==> src/verilog/jla_pkg.sv <==
// Shared constants and carrier types for the link alignment block
package jla_pkg;
  localparam int BLK_PER_MB = 32;
  localparam logic [4:0] LAST_BLK = 5'h1f;
  localparam logic [4:0] EOMB_FIRST = 5'h1b;
  localparam logic [4:0] EOEMB_POS = 5'h16;
  localparam logic [1:0] SH_ONE = 2'h1;
  localparam logic [1:0] SH_ZERO = 2'h2;
  localparam logic [7:0] K28_7 = 8'hfc;
  localparam logic [7:0] K28_3 = 8'h7c;
  localparam logic [7:0] SCR_FRAME_OCT = 8'hfc;
  localparam logic [7:0] SCR_MF_OCT = 8'h7c;
  localparam logic [1:0] SHM_CRC12 = 2'h0;
  localparam logic [1:0] SHM_FEC = 2'h2;
  localparam int CRC_W = 12;
  localparam int FEC_W = 26;
  localparam logic [11:0] CRC12_GEN = 12'h987;
  // Generator printed without its constant term; taps below x^12
  localparam logic [25:0] CRC12_TAPS = {14'h0000, CRC12_GEN[10:0], 1'b1};
  localparam logic [25:0] FEC_TAPS = 26'h0220211;
  localparam logic [57:0] SCR_SEED = 58'h0;
  localparam int SCR_TAP_A = 38;
  localparam int SCR_TAP_B = 57;
  localparam int FIFO_DEPTH = 4;

  typedef struct packed {
    logic [1:0] sh;
    logic [63:0] payload;
  } jla_block_t;

  typedef struct packed {
    logic k;
    logic [7:0] octet;
  } jla_char_t;

  typedef struct packed {
    logic [57:0] st;
    logic [63:0] dat;
  } jla_scr_t;
endpackage

==> src/verilog/jla_fifo.sv <==
// Small synchronous FIFO with valid/ready on both sides
`timescale 1ns/100ps
module jla_fifo import jla_pkg::*; #(
  parameter int WIDTH = 64,
  parameter int DEPTH = FIFO_DEPTH
) (
  // Clock and reset
  input wire logic CLOCK,
  input wire logic RST_N,
  // Fill side
  input wire logic IN_VALID,
  output logic IN_READY,
  input wire logic [WIDTH-1:0] IN_DATA,
  // Drain side
  output logic OUT_VALID,
  input wire logic OUT_READY,
  output logic [WIDTH-1:0] OUT_DATA
);
  localparam int PW = $clog2(DEPTH);
  localparam int CW = $clog2(DEPTH + 1);

  typedef struct packed {
    logic [DEPTH-1:0][WIDTH-1:0] mem;
    logic [PW-1:0] wp;
    logic [PW-1:0] rp;
    logic [CW-1:0] cnt;
  } jla_fifo_st_t;

  jla_fifo_st_t s, n;
  logic wr, rd;

  assign IN_READY = s.cnt != CW'(DEPTH);
  assign OUT_VALID = s.cnt != '0;
  assign OUT_DATA = s.mem[s.rp];
  assign wr = IN_VALID && IN_READY;
  assign rd = OUT_VALID && OUT_READY;

  function automatic logic [PW-1:0] bump(input logic [PW-1:0] p);
    bump = (p == PW'(DEPTH - 1)) ? '0 : p + 1'b1;
  endfunction

  always_comb begin
    n = s;
    if (wr) begin
      n.mem[s.wp] = IN_DATA;
      n.wp = bump(s.wp);
    end
    if (rd) begin
      n.rp = bump(s.rp);
    end
    if (wr && !rd) begin
      n.cnt = s.cnt + 1'b1;
    end else if (rd && !wr) begin
      n.cnt = s.cnt - 1'b1;
    end
  end

  always_ff @(posedge CLOCK or negedge RST_N) begin
    if (!RST_N) begin
      s <= '0;
    end else begin
      s <= n;
    end
  end
endmodule // jla_fifo

==> src/verilog/jla_link_align.sv <==
// Transmit link-layer alignment: 8B/10B character substitution, 64B/66B
// block framing with sync header stream and parity
`timescale 1ns/100ps
// What this block does
// - Unscrambled, repeated frame-final octet goes out as /F/ K28.7.
// - Unscrambled, repeated multiframe-final octet goes out as /A/ K28.3.
// - Scrambled, frame-final octet 0xFC goes out as /F/.
// - Scrambled, multiframe-final octet 0x7C goes out as /A/.
// - 64B/66B packs eight octets per block, scrambles, adds 2-bit header.
// - 32 blocks form a multiblock; E multiblocks an extended multiblock.
// - Local extended-multiblock clock, reset by SYSREF, period 32*E blocks.
// - Sync header bits are always complementary, 01 or 10.
// - Header 01 sends one, 10 sends zero; 32 bits form the stream.
// - Stream ends in 00001; in CRC mode nowhere else.
// - Stream bit 22 is one only in the last multiblock of each group.
// - Stream carries CRC-12 or FEC parity; no CRC-3 or command channel.
// - CRC-12 over a multiblock's scrambled data goes in the next one.
// - Mode select 0 chooses CRC-12.
// - In CRC-12 mode the seven command bits are zero.
// - Parity polynomial 0x987, cleared per multiblock, headers excluded.
// - Mode select 2 chooses FEC with 26-bit parity.
// - 64B/66B payloads are always scrambled, before header insertion.
module jla_link_align import jla_pkg::*; (
  // Clock and reset
  input wire logic CLOCK,
  input wire logic RST_N,
  // Configuration
  input wire logic MODE_64B66B,
  input wire logic SCRAMBLE_EN,
  input wire logic [1:0] SYNC_HEADER_MODE_SELECT,
  input wire logic [7:0] FRAME_OCTETS_M1,
  input wire logic [7:0] MF_FRAMES_M1,
  input wire logic [7:0] EMB_MB_M1,
  input wire logic DATA_PHASE,
  // Timing reference pin
  input wire logic SYSREF,
  // Transport frames in, eight octets a word, first octet in top byte
  input wire logic IN_VALID,
  output logic IN_READY,
  input wire logic [63:0] IN_DATA,
  // 8B/10B character stream
  output logic CHAR_VALID,
  output jla_char_t CHAR,
  // 64B/66B block stream
  output logic BLOCK_VALID,
  output jla_block_t BLOCK,
  output logic LEMC_EDGE
);
  typedef struct packed {
    logic sr1;
    logic sr2;
    logic sr_prev;
    logic [4:0] blk;
    logic [7:0] mb;
    logic [2:0] oct;
    logic have;
    logic [63:0] word;
    logic [7:0] fo;
    logic [7:0] fr;
    logic [7:0] prev_last;
    logic [25:0] acc;
    logic [25:0] par;
    logic [57:0] scr;
    logic ch_v;
    jla_char_t ch;
    logic bk_v;
    jla_block_t bk;
    logic [4:0] bk_idx;
    logic bk_emb_last;
    logic bk_fec;
    logic lemc;
  } jla_state_t;

  jla_state_t s, n;
  logic f_valid, f_pop, sysref_edge, eof, eomf, fec;
  logic [63:0] f_data;
  logic [7:0] oc;
  logic [31:0] stream;
  logic [25:0] acc_nx;
  jla_scr_t sc;

  jla_fifo #(
    .WIDTH(64),
    .DEPTH(FIFO_DEPTH)
  ) u_fifo (
    .CLOCK(CLOCK),
    .RST_N(RST_N),
    .IN_VALID(IN_VALID),
    .IN_READY(IN_READY),
    .IN_DATA(IN_DATA),
    .OUT_VALID(f_valid),
    .OUT_READY(f_pop),
    .OUT_DATA(f_data)
  );

  // Self-synchronous 1 + x^39 + x^58, first bit is the MSB
  function automatic jla_scr_t scramble(input logic [57:0] st,
                                        input logic [63:0] d);
    jla_scr_t r;
    logic b;
    r.st = st;
    r.dat = '0;
    for (int i = 63; i >= 0; i--) begin
      b = d[i] ^ r.st[SCR_TAP_A] ^ r.st[SCR_TAP_B];
      r.dat[i] = b;
      r.st = {r.st[56:0], b};
    end
    return r;
  endfunction

  // Serial parity over 64 bits; top selects 12- or 26-bit register
  function automatic logic [25:0] par_step(input logic [25:0] st,
                                           input logic [63:0] d,
                                           input logic [25:0] taps,
                                           input int top);
    logic [25:0] r;
    logic [25:0] mask;
    logic fb;
    r = st;
    for (int j = 0; j < 26; j++) begin
      mask[j] = (j <= top);
    end
    for (int i = 63; i >= 0; i--) begin
      fb = d[i] ^ r[top];
      r = {r[24:0], 1'b0};
      if (fb) begin
        r = r ^ taps;
      end
      r = r & mask;
    end
    return r;
  endfunction

  // Stream bit 0 is carried by block 0 of the multiblock
  function automatic logic [31:0] sh_stream(input logic [25:0] p,
                                            input logic fec_mode,
                                            input logic emb_last);
    logic [31:0] w;
    if (fec_mode) begin
      w[21:0] = {p[4], p[5], p[6], p[7], p[8], p[9], p[10], p[11],
                 p[12], p[13], p[14], p[15], p[16], p[17], p[18], p[19],
                 p[20], p[21], p[22], p[23], p[24], p[25]};
      w[26:23] = {p[0], p[1], p[2], p[3]};
    end else begin
      w[21:0] = {1'b1, 1'b0, 1'b1, 3'h0, 1'b1, p[0], p[1], p[2], 1'b1,
                 p[3], p[4], p[5], 1'b1, p[6], p[7], p[8], 1'b1, p[9],
                 p[10], p[11]};
      w[26:23] = {3'h0, 1'b1};
    end
    w[22] = emb_last;
    w[31:27] = 5'h10;
    return w;
  endfunction

  assign sysref_edge = s.sr2 && !s.sr_prev;
  assign oc = s.word[8 * (3'h7 - s.oct) +: 8];
  assign eof = s.fo == FRAME_OCTETS_M1;
  assign eomf = eof && s.fr == MF_FRAMES_M1;
  // other codes fall back to CRC-12, never command channel
  assign fec = SYNC_HEADER_MODE_SELECT == SHM_FEC;
  // always scrambled; idle cycles send a scrambled zero block
  assign sc = scramble(s.scr, f_valid ? f_data : 64'h0);
  assign stream = sh_stream(s.par, fec, s.mb == EMB_MB_M1);
  assign acc_nx = par_step(s.acc, sc.dat, fec ? FEC_TAPS : CRC12_TAPS,
                           fec ? FEC_W - 1 : CRC_W - 1);

  always_comb begin
    n = s;
    f_pop = 1'b0;
    n.sr1 = SYSREF;
    n.sr2 = s.sr1;
    n.sr_prev = s.sr2;
    n.ch_v = 1'b0;
    n.bk_v = 1'b0;
    n.lemc = 1'b0;
    if (MODE_64B66B) begin
      // one 64-bit block per cycle, then header
      f_pop = f_valid;
      n.scr = sc.st;
      n.bk_v = 1'b1;
      n.bk.payload = sc.dat;
      // one as 01, zero as 10
      n.bk.sh = stream[s.blk] ? SH_ONE : SH_ZERO;
      n.bk_idx = s.blk;
      n.bk_emb_last = s.mb == EMB_MB_M1;
      n.bk_fec = fec;
      n.lemc = s.blk == 5'h0 && s.mb == 8'h0;
      if (s.blk == LAST_BLK) begin
        n.par = acc_nx;
        n.acc = '0;
        n.blk = 5'h0;
        n.mb = (s.mb == EMB_MB_M1) ? 8'h0 : s.mb + 8'h1;
      end else begin
        n.acc = acc_nx;
        n.blk = s.blk + 5'h1;
      end
    end else begin
      if (s.have) begin
        n.ch_v = 1'b1;
        n.ch.k = 1'b0;
        n.ch.octet = oc;
        if (DATA_PHASE && eof) begin
          if (SCRAMBLE_EN) begin
            if (eomf && oc == SCR_MF_OCT) begin
              n.ch.k = 1'b1;
              n.ch.octet = K28_3;
            end else if (oc == SCR_FRAME_OCT) begin
              n.ch.k = 1'b1;
              n.ch.octet = K28_7;
            end
          end else if (oc == s.prev_last) begin
            n.ch.k = 1'b1;
            n.ch.octet = eomf ? K28_3 : K28_7;
          end
        end
        if (eof) begin
          n.prev_last = oc;
          n.fo = 8'h0;
          n.fr = (s.fr == MF_FRAMES_M1) ? 8'h0 : s.fr + 8'h1;
        end else begin
          n.fo = s.fo + 8'h1;
        end
        n.oct = s.oct + 3'h1;
      end
      // Reload on the last octet so the stream has no bubble
      if (!s.have || s.oct == 3'h7) begin
        f_pop = f_valid;
        n.have = f_valid;
        n.oct = 3'h0;
        if (f_valid) begin
          n.word = f_data;
        end
      end
    end
    // a periodic SYSREF lands on the same phase each time
    if (sysref_edge) begin
      n.blk = 5'h0;
      n.mb = 8'h0;
      n.acc = '0;
      n.fo = 8'h0;
      n.fr = 8'h0;
    end
  end

  always_ff @(posedge CLOCK or negedge RST_N) begin
    if (!RST_N) begin
      s <= '0;
      s.scr <= SCR_SEED;
    end else begin
      s <= n;
    end
  end

  assign CHAR_VALID = s.ch_v;
  assign CHAR = s.ch;
  assign BLOCK_VALID = s.bk_v;
  assign BLOCK = s.bk;
  assign LEMC_EDGE = s.lemc;
endmodule // jla_link_align

==> config.mk <==
export PLATFORM = sky130hd
export DESIGN_NAME = jla_link_align
export DESIGN_NICKNAME = d
export VERILOG_FILES = /design/src/verilog/jla_pkg.sv /design/src/verilog/jla_fifo.sv /design/src/verilog/jla_link_align.sv
export SDC_FILE = /design/constraint.sdc
export NUM_CORES = 1
export LEC_CHECK = 0
export BUFFER_PORTS_ARGS = -buffer_cell sky130_fd_sc_hd__clkbuf_2
export CORE_UTILIZATION = 40
export DETAILED_ROUTE_END_ITERATION = 6
export PLACE_DENSITY_LB_ADDON = 0.12
export SKIP_LAST_GASP = 1
export SYNTH_ARGS = -nofsm -noshare
export SYNTH_HDL_FRONTEND = slang
export SYNTH_HIERARCHICAL = 1
export SYNTH_SLANG_ARGS = --single-unit
==> constraint.sdc <==
create_clock -name CLOCK -period 23.4 [get_ports CLOCK]
set_clock_uncertainty 0.05 [all_clocks]
set_input_delay 1.17 -clock CLOCK [delete_from_list [all_inputs] [get_ports CLOCK]]
set_output_delay 1.17 -clock CLOCK [all_outputs]
set_load 0.02 [all_outputs]
==> impl_metrics.env <==
export IMPL_nNetsFinal=3080
export IMPL_min_period_over_period_pct=79.1
export IMPL_die_h_um=297
export IMPL_die_x_um=297
export IMPL_cts_hold_buffers=0
export IMPL_avgSynthCellArea_sq_um=12.2
export IMPL_slowest_stage="a21oi_1"
export IMPL_post_drt_wl_per_cell_um=25.4
export IMPL_grt_max_degree=185
export IMPL_cp_common_cell="xnor3_1"
export IMPL_postCtsSetupBuffers=0
export IMPL_cts_root_buf="clkbuf_16"
export IMPL_hold_class="flip-flop to flip-flop"
export IMPL_detail_route_iter0_violations=1467
export IMPL_dp_hpwl_mm=79.9
export IMPL_finalInstanceArea_sq_mm=0.0381
export IMPL_cts_inserted_buffers=55
export IMPL_fmax_mhz=54.0
export IMPL_worst_slack_ns=4.88
export IMPL_critPathLaunch="u_fifo/s[4]$_DFFE_PN0P_"
export IMPL_gp_congestion=0.913
export IMPL_async_reset_ff_share_pct=100
export IMPL_ys_warnings_count=6
export IMPL_synthesis_nets=2975
export IMPL_crit_path_end_kind="flip-flop"
export IMPL_die_area_sq_mm=0.0882
export IMPL_ys_seq_elements=501
export IMPL_overflow=0
export IMPL_io_buffers=175
export IMPL_rows=107
export IMPL_dp_slack_ns=4.66
export IMPL_vias=22000
export IMPL_synth_edf_count=0
export IMPL_slew_viol_final=0
export IMPL_reg2reg_from="u_fifo/s[4]$_DFFE_PN0P_"
export IMPL_cts_tree="yes"
export IMPL_antenna_found_initial=8
export IMPL_cts_clk_slew_worst_paths_ns=0.06
export IMPL_placed_cell_area_sq_mm=0.0362
export IMPL_path_max_fanout=35
export IMPL_layout_drive_gt1_share_pct=30.3
export IMPL_ios=176
export IMPL_multi_input_area_sq_mm=0.0206
export IMPL_required_ns=23.86
export IMPL_cpPeakStageDelay_ns=0.97
export IMPL_critPathLaunchType="flip-flop"
export IMPL_synthToLayoutAreaGrowth_pct=9.57
export IMPL_slew_headroom_pct=16.5
export IMPL_finalSetupViolCount=0
export IMPL_fill_cells=8066
export IMPL_cp_arrival_ns=18.97
export IMPL_min_period_ns=18.52
export IMPL_dr_pass1_iters=5
export IMPL_core_sq_mm=0.0857
export IMPL_rsz0062_at_grt="false"
export IMPL_yosysTopAreaCellShare_pct=36.0
export IMPL_min_from="n[301]$_DFF_PN0_"
export IMPL_area_sequential_sq_mm=0.0125
export IMPL_worst_pin_slew_ns=1.24
export IMPL_drc_errors=0
export IMPL_yosysSeqAreaShare_pct=36.0
export IMPL_yosysUniqueCellTypes=102
export IMPL_syn_inst=2862
export IMPL_timing_hold_ws_ns=0.293
export IMPL_cts_sinks=501
export IMPL_maxCapViolations=0
export IMPL_cts_htree_levels=2
export IMPL_track_usage_pct=23.8
export IMPL_yosys_area_top_type="dfrtp_1"
export IMPL_cts_repair_resize_count=0
export IMPL_synth_area_top_cells="dfrtp_1 36%, xnor2_1 13%, mux2_2 12%"
export IMPL_status="finished, final reports clean"
export IMPL_insertion_delay_ns=0.62
export IMPL_routed_wl_mm=106
export IMPL_syn_cell_area_sq_mm=0.0348
export IMPL_start_util_pct=40.6
export IMPL_viasPerCell=5.30
export IMPL_ant_nets=0
export IMPL_cts_path_max_buffers=3
export IMPL_fin_tns_setup_ns=0
export IMPL_grt_pass1_wl_mm=157
export IMPL_hold_viol=0
export IMPL_synth_main_ff_cell="dfrtp_1"
export IMPL_path_class="flip-flop to flip-flop"
export IMPL_grt_pass1_vias=23300
[final timing paths]
path	endpoint	slack [ns]	cells past startpoint
worst max register to register	s[178]$_DFFE_PN0P_	4.88	51
max in group asynchronous	s[130]$_DFFE_PN0P_	20.24	3
worst min-delay path	n[300]$_DFF_PN0_	0.29	0
worst min register to register	n[300]$_DFF_PN0_	0.29	0
worst max-delay path	s[178]$_DFFE_PN0P_	4.88	51
min in group asynchronous	u_fifo/s[6]$_DFFE_PN0P_	0.57	1
[logic make-up after synthesis]
kind of cell,synth area share [%]
XOR/XNOR,27.4
multiplexers,19.9
flip-flops,36.0
AND/OR/NAND/NOR,6.39
buffers and inverters,4.85
AO/OA/AOI/OAI,4.86
adder cells (fa/ha/maj),0.597
[cell type report]
cell class | count | area share [%]
clock buffer | 86 | 4.36
multi-input combinational | 2112 | 54.1
antenna | 3 | 0.0197
tap | 1144 | 3.75
clock inverter | 16 | 0.594
inverter | 52 | 0.512
timing repair buffer | 245 | 3.74
sequential | 501 | 32.9
[synthesized netlist by cell type, drive strengths merged, types with 3 or more instances]
master and n:
nor2 122, a21oi 79, and2 22, inv 51
a22o 27, o21bai 3, or3 5, o21ai 70
nand4 10, o31ai 10, mux2 368, nand2 200
and4 3, a21o 4, ha 15, buf 125
xnor3 89, or2 6, nor2b 5, o211a 3
a211o 4, o22a 3, nor3 12, o211ai 7
xor2 185, and3 12, a31oi 6, clkbuf 70
nor3b 8, dfrtp 501, mux2i 79, o21a 4
nor4 17, nand2b 9, nand3 30, mux4 86
nor4b 5, xnor2 557, xor3 17
[through the flow]
stage                     util (%)  instances
after floorplan                  -       2862
after global placement        42.3       4054
after detailed placement      42.3       4054
after CTS                     44.5       4156
after global routing          44.5       4158
final                         44.5       4159
[flip-flops by register name, summed over array words and instances, names as in the netlist]
name	count
CHAR_VALID	1
u_fifo/s	263
BLOCK_VALID	1
CHAR	9
n	2
LEMC_EDGE	1
s	215
BLOCK	9
[cells in the final DEF, fill, tap and decap left out, types with 9 or more instances in the layout]
cell type | Yosys | layout
inv_1 | 51 | 51
xnor2_2 | 32 | 34
clkbuf_16 | 0 | 56
xor2_2 | 11 | 11
mux4_2 | 86 | 86
mux2_2 | 367 | 367
clkbuf_2 | 1 | 173
nand2_1 | 200 | 200
nor2_1 | 114 | 112
a21oi_1 | 64 | 64
ha_1 | 15 | 15
and2_1 | 20 | 20
clkbuf_8 | 27 | 15
a22o_1 | 27 | 27
xor3_1 | 15 | 15
nor4_1 | 16 | 16
nor3_1 | 12 | 12
clkbuf_1 | 41 | 15
dfrtp_1 | 501 | 499
xor2_1 | 171 | 171
o21ai_0 | 59 | 59
xnor3_1 | 84 | 84
xnor2_1 | 513 | 511
nand4_1 | 10 | 10
nand3_1 | 30 | 30
buf_4 | 82 | 70
and3_1 | 12 | 12
o31ai_1 | 9 | 9
xnor2_4 | 12 | 12
mux2i_1 | 71 | 71
[metal layers]
layer,part of all wire (%),vias up,track usage [%]
met3,4.5,150,3.83
met4,3.0,10,7.13
met1,43,11400,31.5
met5,0.047,-,0
met2,49,473,40.0
li1,-,10000,-
[worst max-delay path: cells and delay by family, from the launching register on]
kind                      cells  cell delay, ns
DFF                           1            0.57
buffers and inverters         2            1.01
muxes                         4            1.11
AOI/OAI and AO/OA            12            4.23
and+or+nand+nor               5            0.82
xor gates and xnor gates     28           10.51
Power is left out: the tool's default activity adds up to more than one toggle a clock period on the data nets, which glitch-free logic cannot reach.
